<file path="config.mk">
export PLATFORM = sky130hd
export DESIGN_NAME = mgmt_supervisor
export DESIGN_NICKNAME = d
export VERILOG_FILES = /design/src/rtl/mgmt_supervisor_pkg.sv /design/src/rtl/mgmt_supervisor.sv
export SDC_FILE = /design/constraint.sdc
export NUM_CORES = 1
export LEC_CHECK = 0
export BUFFER_PORTS_ARGS = -buffer_cell sky130_fd_sc_hd__buf_2
export CAP_MARGIN = 10
export CELL_PAD_IN_SITES_DETAIL_PLACEMENT = 1
export CELL_PAD_IN_SITES_GLOBAL_PLACEMENT = 2
export CORE_MARGIN = 2
export CORE_UTILIZATION = 40
export DETAILED_ROUTE_END_ITERATION = 6
export GPL_TIMING_DRIVEN = 0
export MAX_ROUTING_LAYER = met4
export PLACE_DENSITY_LB_ADDON = 0.1
export SYNTH_ARGS = -nofsm -noshare
export SYNTH_HDL_FRONTEND = slang
export SYNTH_SLANG_ARGS = --single-unit
</file>
<file path="constraint.sdc">
create_clock -name clk -period 10.4 [get_ports clk]
set_clock_uncertainty 0.2 [all_clocks]
set_input_delay 2.08 -clock clk [delete_from_list [all_inputs] [get_ports clk]]
set_output_delay 2.08 -clock clk [all_outputs]
set_load 0.02 [all_outputs]
</file>
<file path="src/rtl/mgmt_supervisor_pkg.sv">
/*
 * Package for the management supervisor of a pluggable module: timing
 * constants, flag positions, pin and request carriers and the state record.
 * Assumes a 250 MHz system clock; all counts derive from that rate.
 */
package mgmt_supervisor_pkg;

    // ------------------------------------------------------------
    // Clock rate and timing
    // ------------------------------------------------------------
    localparam int unsigned CLK_MHZ          = 250;
    localparam int unsigned CYCLES_PER_US    = CLK_MHZ;
    localparam int unsigned CYCLES_PER_MS    = CLK_MHZ * 1000;

    localparam int unsigned INIT_TIME_MS     = 2000;
    localparam int unsigned RESET_MIN_US     = 2;
    localparam int unsigned LP_PIN_TIME_US   = 100;
    localparam int unsigned INT_ASSERT_MS    = 200;
    localparam int unsigned INT_RELEASE_US   = 500;
    localparam int unsigned SELECT_TIME_US   = 100;

    localparam int unsigned INIT_CYCLES      = INIT_TIME_MS * CYCLES_PER_MS;
    localparam int unsigned RESET_MIN_CYCLES = RESET_MIN_US * CYCLES_PER_US;
    localparam int unsigned LP_PIN_CYCLES    = LP_PIN_TIME_US * CYCLES_PER_US;
    localparam int unsigned SELECT_CYCLES    = SELECT_TIME_US * CYCLES_PER_US;

    localparam int          RLOW_W           = 16;
    localparam int          INIT_W           = 32;
    localparam logic [RLOW_W-1:0] RLOW_LIMIT = RLOW_W'(RESET_MIN_CYCLES);

    // ------------------------------------------------------------
    // Flag layout
    // ------------------------------------------------------------
    localparam int FLAG_W     = 8;
    localparam int FLAG_READY = 0;
    localparam int FLAG_LOS   = 1;
    localparam int FLAG_TXF   = 2;

    // ------------------------------------------------------------
    // Carriers
    // ------------------------------------------------------------
    typedef struct packed {
        logic reset_low;
        logic select_low;
        logic low_power;
        logic scl;
        logic sda;
    } pins_type;

    typedef struct packed {
        logic              rd_done;
        logic [FLAG_W-1:0] rd_sel;
        logic              wr_done;
        logic [FLAG_W-1:0] wr_mask;
        logic              wr_pdown;
    } host_req_type;

    typedef enum logic {
        ST_INIT = 1'b0,
        ST_RUN  = 1'b1
    } run_state_type;

    typedef struct packed {
        logic [1:0]        rst_s;
        logic [1:0]        sel_s;
        logic [1:0]        lp_s;
        logic [1:0]        scl_s;
        logic [1:0]        sda_s;
        logic              scl_p;
        logic              sda_p;
        run_state_type     st;
        logic [RLOW_W-1:0] rlow_cnt;
        logic [INIT_W-1:0] init_cnt;
        logic              not_ready;
        logic [FLAG_W-1:0] flags;
        logic [FLAG_W-1:0] mask;
        logic [FLAG_W-1:0] rd_pend;
        logic [FLAG_W-1:0] wr_mask;
        logic              wr_pend;
        logic              wr_pdown;
        logic              pdown;
        logic              stop_seen;
        logic              int_low;
        logic              respond;
        logic              low_power;
    } state_type;

    localparam state_type STATE_RESET = '{
        rst_s: 2'h3, sel_s: 2'h3, lp_s: 2'h0, scl_s: 2'h3, sda_s: 2'h3,
        scl_p: 1'b1, sda_p: 1'b1, st: ST_INIT, rlow_cnt: '0, init_cnt: '0,
        not_ready: 1'b1, flags: '0, mask: '0, rd_pend: '0, wr_mask: '0,
        wr_pend: 1'b0, wr_pdown: 1'b0, pdown: 1'b0, stop_seen: 1'b0,
        int_low: 1'b1, respond: 1'b0, low_power: 1'b0
    };

endpackage

</file>
<file path="src/rtl/mgmt_supervisor.sv">
/*
 * Control and status supervisor of a pluggable module: start-up and reset
 * handling, readiness flag, sticky flags with clear-on-read, interrupt
 * masking, module-select gate for the two-wire bus and low-power entry.
 * Assumes a separate two-wire bus engine on clk reports finished reads and
 * writes; bus pins arrive asynchronously and are only sampled here.
 */
// Notes on behaviour
// RULE1 - Fully functional within 2000 ms of reset
// RULE2 - Reset pin low past 2 us resets
// RULE3 - Answer bus within 2000 ms of power-on
// RULE4 - Clear not-ready bit, assert interrupt, in time
// RULE5 - Fully functional means ready interrupt asserted
// RULE6 - Low-power pin high enters low power
// RULE7 - Interrupt low within 200 ms of condition
// RULE8 - Read clears flag, interrupt releases quickly
// RULE9 - Clear timed from SCL fall after stop
// RULE10 - Signal loss sets flag, interrupt within 100 ms
// RULE11 - Transmit fault sets flag, interrupt within 200 ms
// RULE12 - Other conditions set flag, interrupt within 200 ms
// RULE13 - Mask set inhibits interrupt within 100 ms
// RULE14 - Mask cleared resumes interrupt within 100 ms
// RULE15 - Selected module answers bus within 100 us
// RULE16 - Deselected module stops answering within 100 us
// RULE17 - Power-down bit set enters low power
// RULE18 - Power-down bit cleared restores full function
// RULE19 - Write effects timed from SCL fall after stop
// RULE20 - Interrupt low while unmasked flag is set
`timescale 1ns/1ps

module mgmt_supervisor #(
    parameter int unsigned INIT_CYCLES = mgmt_supervisor_pkg::INIT_CYCLES
) (
    input  wire logic                                    clk,
    input  wire logic                                    rst,
    input  wire mgmt_supervisor_pkg::pins_type           pins,
    input  wire mgmt_supervisor_pkg::host_req_type       req,
    input  wire logic [mgmt_supervisor_pkg::FLAG_W-1:0]  flag_events,
    output logic                                         interrupt_out_low,
    output logic                                         bus_respond,
    output logic                                         low_power_level,
    output logic                                         data_not_ready,
    output logic [mgmt_supervisor_pkg::FLAG_W-1:0]       flag_status,
    output logic [mgmt_supervisor_pkg::FLAG_W-1:0]       mask_status,
    output logic                                         pdown_status
);
    import mgmt_supervisor_pkg::*;

    state_type         q;
    state_type         d;
    logic              scl_fall;
    logic              stop_cond;
    logic              commit;
    logic              pin_reset;
    logic              init_done;
    logic [FLAG_W-1:0] set_vec;
    logic [FLAG_W-1:0] clr_vec;

    // Flags that an outside condition may raise; the readiness bit is not one
    localparam logic [FLAG_W-1:0] EVENT_BITS = ~(FLAG_W'(1'h1) << FLAG_READY);

    // ------------------------------------------------------------
    // Bus event detection
    // ------------------------------------------------------------
    assign scl_fall  = q.scl_p & ~q.scl_s[1];
    assign stop_cond = q.scl_s[1] & q.scl_p & ~q.sda_p & q.sda_s[1];
    assign commit    = q.stop_seen & scl_fall;                        // [RULE9] [RULE19]
    assign pin_reset = (q.rlow_cnt == RLOW_LIMIT);                    // [RULE2]
    assign init_done = (q.st == ST_INIT) && !pin_reset
                       && (q.init_cnt == INIT_W'(INIT_CYCLES - 1));   // [RULE1] [RULE3]

    // ------------------------------------------------------------
    // Next state
    // ------------------------------------------------------------
    always_comb begin
        d = q;

        // Two-stage synchronisers
        d.rst_s = {q.rst_s[0], pins.reset_low};
        d.sel_s = {q.sel_s[0], pins.select_low};
        d.lp_s  = {q.lp_s[0], pins.low_power};
        d.scl_s = {q.scl_s[0], pins.scl};
        d.sda_s = {q.sda_s[0], pins.sda};
        d.scl_p = q.scl_s[1];
        d.sda_p = q.sda_s[1];

        // Reset pin filter: only a sustained low counts
        if (q.rst_s[1]) begin
            d.rlow_cnt = '0;
        end else if (!pin_reset) begin
            d.rlow_cnt = q.rlow_cnt + RLOW_W'(1);
        end

        // Stop seen, waiting for next SCL fall
        if (commit) begin
            d.stop_seen = 1'b0;
        end else if (stop_cond) begin
            d.stop_seen = 1'b1;
        end

        // Pending clear-on-read selections
        d.rd_pend = commit ? '0 : q.rd_pend;
        if (req.rd_done) begin
            d.rd_pend = d.rd_pend | req.rd_sel;
        end

        // Pending control write
        if (req.wr_done) begin
            d.wr_pend  = 1'b1;
            d.wr_mask  = req.wr_mask;
            d.wr_pdown = req.wr_pdown;
        end else if (commit) begin
            d.wr_pend = 1'b0;
        end
        if (commit && q.wr_pend) begin
            d.mask  = q.wr_mask;                                      // [RULE13] [RULE14]
            d.pdown = q.wr_pdown;                                     // [RULE17] [RULE18]
        end

        // Flags: set wins over clear
        set_vec = '0;
        if (q.st == ST_RUN) begin
            set_vec = flag_events;                                    // [RULE10] [RULE11] [RULE12]
            set_vec[FLAG_READY] = 1'b0;
        end
        if (init_done) begin
            set_vec[FLAG_READY] = 1'b1;                               // [RULE4] [RULE5]
        end
        clr_vec = commit ? q.rd_pend : '0;
        d.flags = (q.flags & ~clr_vec) | set_vec;                     // [RULE8]

        // Start-up sequencing
        unique case (q.st)
            ST_INIT: begin
                if (init_done) begin
                    d.st        = ST_RUN;
                    d.not_ready = 1'b0;                               // [RULE4]
                end else begin
                    d.init_cnt = q.init_cnt + INIT_W'(1);
                end
            end
            ST_RUN: begin
                d.st = ST_RUN;
            end
        endcase

        // Held reset restarts start-up and clears flags, mask, pending reads and writes and power-down
        if (pin_reset) begin
            d.st        = ST_INIT;
            d.init_cnt  = '0;
            d.not_ready = 1'b1;
            d.flags     = '0;
            d.mask      = '0;
            d.rd_pend   = '0;
            d.wr_pend   = 1'b0;
            d.pdown     = 1'b0;
        end

        // Registered outputs
        d.int_low   = ~|(d.flags & ~d.mask);                          // [RULE7] [RULE20]
        d.respond   = (d.st == ST_RUN) && !q.sel_s[1];                // [RULE15] [RULE16]
        d.low_power = q.lp_s[1] | d.pdown;                            // [RULE6] [RULE17]
    end

    always_ff @(posedge clk or posedge rst) begin
        if (rst) begin
            q <= STATE_RESET;
        end else begin
            q <= d;
        end
    end

    assign interrupt_out_low = q.int_low;
    assign bus_respond       = q.respond;
    assign low_power_level   = q.low_power;
    assign data_not_ready    = q.not_ready;
    assign flag_status       = q.flags;
    assign mask_status       = q.mask;
    assign pdown_status      = q.pdown;

    // ------------------------------------------------------------
    // Assertions
    // ------------------------------------------------------------
    property p_init_bound;
        @(posedge clk) disable iff (rst)
        (q.st == ST_INIT) |-> (q.init_cnt < INIT_W'(INIT_CYCLES));
    endproperty
    a_init_bound: assert property (p_init_bound) // [RULE1]
        else $error("init counter passed its limit");

    property p_ready_int;
        @(posedge clk) disable iff (rst)
        init_done |=> !q.not_ready && q.flags[FLAG_READY]
            && (q.int_low == q.mask[FLAG_READY]);
    endproperty
    a_ready_int: assert property (p_ready_int) // [RULE4]
        else $error("ready event did not clear not-ready and drive interrupt");

    property p_pin_reset;
        @(posedge clk) disable iff (rst)
        pin_reset |=> (q.st == ST_INIT) && q.not_ready && (q.flags == '0);
    endproperty
    a_pin_reset: assert property (p_pin_reset) // [RULE2]
        else $error("held reset pin did not restart the module");

    property p_lp_pin;
        @(posedge clk) disable iff (rst)
        q.lp_s[1] |=> low_power_level;
    endproperty
    a_lp_pin: assert property (p_lp_pin) // [RULE6]
        else $error("low-power pin not followed by low power");

    property p_event_int;
        @(posedge clk) disable iff (rst)
        (q.st == ST_RUN && !pin_reset && |(flag_events & EVENT_BITS & ~q.mask)
            && !(commit && q.wr_pend))
        |=> !interrupt_out_low;
    endproperty
    a_event_int: assert property (p_event_int) // [RULE7]
        else $error("unmasked event did not assert interrupt");

    property p_los_flag;
        @(posedge clk) disable iff (rst)
        (q.st == ST_RUN && !pin_reset && flag_events[FLAG_LOS])
        |=> q.flags[FLAG_LOS] && (q.mask[FLAG_LOS] || !interrupt_out_low);
    endproperty
    a_los_flag: assert property (p_los_flag) // [RULE10]
        else $error("signal-loss event did not set its flag");

    property p_clear_only_on_commit;
        @(posedge clk) disable iff (rst)
        (|(q.flags & ~d.flags)) |-> (commit || pin_reset);
    endproperty
    a_clear_only_on_commit: assert property (p_clear_only_on_commit) // [RULE9]
        else $error("flag cleared outside a read commit");

    property p_clear_release;
        @(posedge clk) disable iff (rst)
        (commit && !pin_reset && ((q.flags & ~q.rd_pend) == '0)
            && (set_vec == '0) && !q.wr_pend)
        |=> interrupt_out_low;
    endproperty
    a_clear_release: assert property (p_clear_release) // [RULE8]
        else $error("interrupt not released after clear-on-read");

    property p_mask_apply;
        @(posedge clk) disable iff (rst)
        (commit && q.wr_pend && !pin_reset) |=> (q.mask == $past(q.wr_mask));
    endproperty
    a_mask_apply: assert property (p_mask_apply) // [RULE13]
        else $error("mask write not applied at commit");

    property p_int_equation;
        @(posedge clk) disable iff (rst)
        1'b1 |=> (interrupt_out_low == ~|($past(d.flags) & ~$past(d.mask)));
    endproperty
    a_int_equation: assert property (p_int_equation) // [RULE20]
        else $error("interrupt does not follow unmasked flags");

    property p_pdown_apply;
        @(posedge clk) disable iff (rst)
        (commit && q.wr_pend && !pin_reset) |=>
            (low_power_level == ($past(q.wr_pdown) | $past(q.lp_s[1])));
    endproperty
    a_pdown_apply: assert property (p_pdown_apply) // [RULE17]
        else $error("power-down write not reflected in power level");

    property p_deselect;
        @(posedge clk) disable iff (rst)
        q.sel_s[1] |=> !bus_respond;
    endproperty
    a_deselect: assert property (p_deselect) // [RULE16]
        else $error("module answers while deselected");

    property p_select;
        @(posedge clk) disable iff (rst)
        (!q.sel_s[1] && q.st == ST_RUN && !pin_reset) |=> bus_respond;
    endproperty
    a_select: assert property (p_select) // [RULE15]
        else $error("selected ready module does not answer");

    property p_txf_flag;
        @(posedge clk) disable iff (rst)
        (q.st == ST_RUN && !pin_reset && flag_events[FLAG_TXF])
        |=> q.flags[FLAG_TXF] && (q.mask[FLAG_TXF] || !interrupt_out_low);
    endproperty
    a_txf_flag: assert property (p_txf_flag) // [RULE11]
        else $error("transmit-fault event did not set its flag");

    property p_flag_set;
        @(posedge clk) disable iff (rst)
        (q.st == ST_RUN && !pin_reset)
        |=> (($past(flag_events) & EVENT_BITS & ~q.flags) == '0);
    endproperty
    a_flag_set: assert property (p_flag_set) // [RULE12]
        else $error("event lost or overridden by a same-cycle clear");

    property p_init_quiet;
        @(posedge clk) disable iff (rst)
        (q.st == ST_INIT) |=> ((q.flags & EVENT_BITS) == '0);
    endproperty
    a_init_quiet: assert property (p_init_quiet) // [RULE5]
        else $error("condition flag set before start-up finished");

    property p_ready_fell;
        @(posedge clk) disable iff (rst)
        $fell(data_not_ready) |-> $past(init_done);
    endproperty
    a_ready_fell: assert property (p_ready_fell) // [RULE5]
        else $error("not-ready cleared outside start-up completion");

    property p_answer_after_init;
        @(posedge clk) disable iff (rst)
        (init_done && !q.sel_s[1]) |=> bus_respond;
    endproperty
    a_answer_after_init: assert property (p_answer_after_init) // [RULE3]
        else $error("selected module silent after start-up");

    property p_mask_inhibit;
        @(posedge clk) disable iff (rst)
        (commit && q.wr_pend && !pin_reset && q.st == ST_RUN
            && (((q.flags | (flag_events & EVENT_BITS)) & ~q.wr_mask) == '0))
        |=> interrupt_out_low;
    endproperty
    a_mask_inhibit: assert property (p_mask_inhibit) // [RULE13]
        else $error("masked flags still drive interrupt");

    property p_mask_resume;
        @(posedge clk) disable iff (rst)
        (commit && q.wr_pend && !pin_reset
            && |(q.flags & ~q.rd_pend & ~q.wr_mask))
        |=> !interrupt_out_low;
    endproperty
    a_mask_resume: assert property (p_mask_resume) // [RULE14]
        else $error("unmasked flag does not drive interrupt");

    property p_pdown_release;
        @(posedge clk) disable iff (rst)
        (commit && q.wr_pend && !pin_reset && !q.wr_pdown && !q.lp_s[1])
        |=> !low_power_level;
    endproperty
    a_pdown_release: assert property (p_pdown_release) // [RULE18]
        else $error("power-down clear did not restore full power");

    property p_write_hold;
        @(posedge clk) disable iff (rst)
        (!commit && !pin_reset) |=> $stable(mask_status) && $stable(pdown_status);
    endproperty
    a_write_hold: assert property (p_write_hold) // [RULE19]
        else $error("control bits changed without a write commit");

    c_ready: cover property (@(posedge clk) disable iff (rst) init_done);
    c_read_clear: cover property (@(posedge clk) disable iff (rst)
        commit && |(q.rd_pend & q.flags));
    c_mask_write: cover property (@(posedge clk) disable iff (rst)
        commit && q.wr_pend);
    c_pin_reset: cover property (@(posedge clk) disable iff (rst)
        (q.st == ST_RUN) && pin_reset);
    c_masked_event: cover property (@(posedge clk) disable iff (rst)
        (q.st == ST_RUN) && |(flag_events & EVENT_BITS & q.mask));

endmodule

</file>
==> results.ini <==
[route]
detailroute.via_count = 3692
ant_nets = 0
drc = 0
viasPerCell = 5.34
wl_per_cell_um = 17.3
drtIter0Drc = 133
wirelength_um = 12000
dr.pass1.iters = 4

[yosys]
yosysUniqueCellTypes = 53
synth.top_cell.area_share_pct = 46.5
ys_ff_latch = 101
synthAdderAreaFrac_pct = 0.783
ys_seq_area_share_pct = 53.1
synth_edf_count = 0
synth-compound-area-share_pct = 8.51
async_reset_ff_share_pct = 100
synthMuxAreaShare_pct = 2.77
synth_top_family_by_area = simple AND/OR/NAND/NOR gates
synthCells = 480
synth_area_leaders = dfrtp_1, dfstp_2, nor2_1
yosysWarnings = 0
avgSynthCellArea_um2 = 9.98
synth_xor_xnor_area_share_pct = 6.58
synth_top_area_cell = dfrtp_1
synth_top_cells_by_count = dfrtp_1, nor2_1, nand2_1
yosysMostFrequentCell = dfrtp_1
synth_nets = 517
synthFlopType = dfrtp_1
synthesis.area_um2 = 4790
yosys.area_share.simple_pct = 23.2

[grt]
antenna_found_initial = 0
grt_usage_pct = 20.6
met2_usage_pct = 33.1
gr-total-overflow = 0
grt_util_met1_pct = 26.1
use_met3_pct = 4.62
top_usage_layer = met2
grt_pass1_wl_um = 20100
grt_pass1_vias = 3952
grt_max_degree = 60

[floorplan]
fp.dieH_um = 113
start_util_pct = 41.4
die-area_um2 = 12900
placementRows = 39
num_io_pins = 55
core_area_um2 = 11600
die_w_um = 113

[cts]
cts_root_buffer = clkbuf_16
clock-sinks = 101
clockBufferDepth = 2
cts_buffers = 9
h-tree-depth = 3
postCtsResizedCells = 0
ctsHoldBuffers = 0
cts_tree = yes
cts_setup_buffers = 0
clkTransAtPathRegs_ns = 0.07
clock_latency_ns = 0.35

[layout]
num_antenna_cells = 0
stdcell_area_um2 = 5600
final_util_pct = 48.4
fin_nets = 580
drive_above_1_share_pct = 21.2
area_delta_synth_final_pct = 16.8

[setup_path]
start_kind = flop
critPathRequiredTime_ns = 8.12
slowest_stage = dfstp_2
cp-end-kind = output pin
path_delay_family = flip-flops
crit_buf_inv = 1
cp_max_fo = 2
cp.arrival_ns = 1.05
cpPeakStageDelay_ns = 0.54
worstPathCellList = buf_2
path_class = reg2out

[sta]
slew_headroom_pct = 37.0
finalCritPeriodShare_pct = 32.0
worst_slew_pin_slew_ns = 0.936
setup_tns_ns = 0
maxSlewViolCount = 0
setup_viol = 0
layout_min_cycle_time_ns = 3.33
finalHoldViolations = 0
fmax_mhz = 300
setup_slack_ns = 7.07
rsz0062_at_grt = no

[job]
maxCapViolCount = 0

[pwr]
ir_worst_vdd_mv = 0.0988
p_leak_nw = 2.47
power_density_nw_per_um2 = 167

[min_path]
hold_class = reg2reg

[run_status]
status = completed

[placement]
portBuffers = 51
placed_area_um2 = 5260
place_ws_ns = 6.77
hpwl_um = 8710
gp_congestion = 0.824

[metrics by stage]
step	hold slack (ns)	total power [W]	std cells
finish	0.152	0.000932	691
global route	0.159	0.000972	691
CTS	0.155	0.000947	691
detailed placement	0.141	0.000556	675
global placement	0.137	0.000551	674
floorplan	0.131	0.000516	480
[cells in the final DEF (no fill, tap or decap), types with 5 or more instances in the layout]
cell,instances
o21ai_0,11
nor4_1,8
xor2_1,14
clkbuf_1,15
dfstp_2,12
a21oi_1,25
nand4_1,9
clkbuf_16,9
or3_1,7
or4_1,5
nor3_1,11
xnor2_1,22
nand3_1,25
inv_1,10
nor2_1,65
nand2_1,44
and2_1,5
dfrtp_1,89
a22oi_1,11
buf_4,17
and3_1,8
nor2b_1,6
buf_2,52
mux2_2,10
[cells by family (layout without fill, tap and decap cells)]
kind of cell	count (synthesis)	in the layout
adder cells (fa/ha/maj)	3	3
XOR/XNOR	36	36
AND/OR/NAND/NOR	218	218
flip-flops	101	101
buffers and inverters	45	113
multiplexers	12	12
AO/OA/AOI/OAI	65	65
[flip-flops by register name (all words and copies together), names as in the netlist]
name,cells
data_not_ready,1
q,73
d,7
bus_respond,1
interrupt_out_low,1
flag_status,8
low_power_level,1
mask_status,8
pdown_status,1
[cell type report]
type / count / area, µm²
inverter: 11 / 43.8
multi-input combinational: 334 / 2010
timing repair buffer: 52 / 283
sequential: 101 / 2540
fill: 1321 / 5970
clock inverter: 5 / 108
tap: 143 / 179
buffer: 34 / 200
clock buffer: 11 / 233
[worst paths after layout]
path | from | slack, ns | end | depth (start not counted)
max | data_not_ready$_DFFE_PP1P_ | 7.07 | data_not_ready | 1
min | d[96]$_DFF_PP0_ | 0.15 | q[96]$_DFF_PP0_ | 0
max reg2reg | q[83]$_DFFE_PP0P_ | 7.52 | q[65]$_DFFE_PP0P_ | 6
min reg2reg | d[96]$_DFF_PP0_ | 0.15 | q[96]$_DFF_PP0_ | 0
max in group asynchronous | rst | 7.67 | d[100]$_DFF_PP1_ | 3
min in group asynchronous | rst | 1.60 | q[45]$_DFFE_PP0P_ | 2
[metal layers]
| layer | routed length, µm | up-vias | share of wire, % |
|---|---|---|---|
| li1 | - | 1788 | - |
| met5 | 0 | - | 0 |
| met2 | 5730 | 60 | 48 |
| met3 | 391 | 13 | 3.3 |
| met1 | 5590 | 1831 | 47 |
| met4 | 239 | 0 | 2.0 |
[where the power goes]
part           switching, W  internal [W]  total, W
clock network      0.000149      0.000237  0.000386
registers         0.0000176      0.000421  0.000439
logic             0.0000595     0.0000482  0.000108
(Power assumes the default switching activity.)
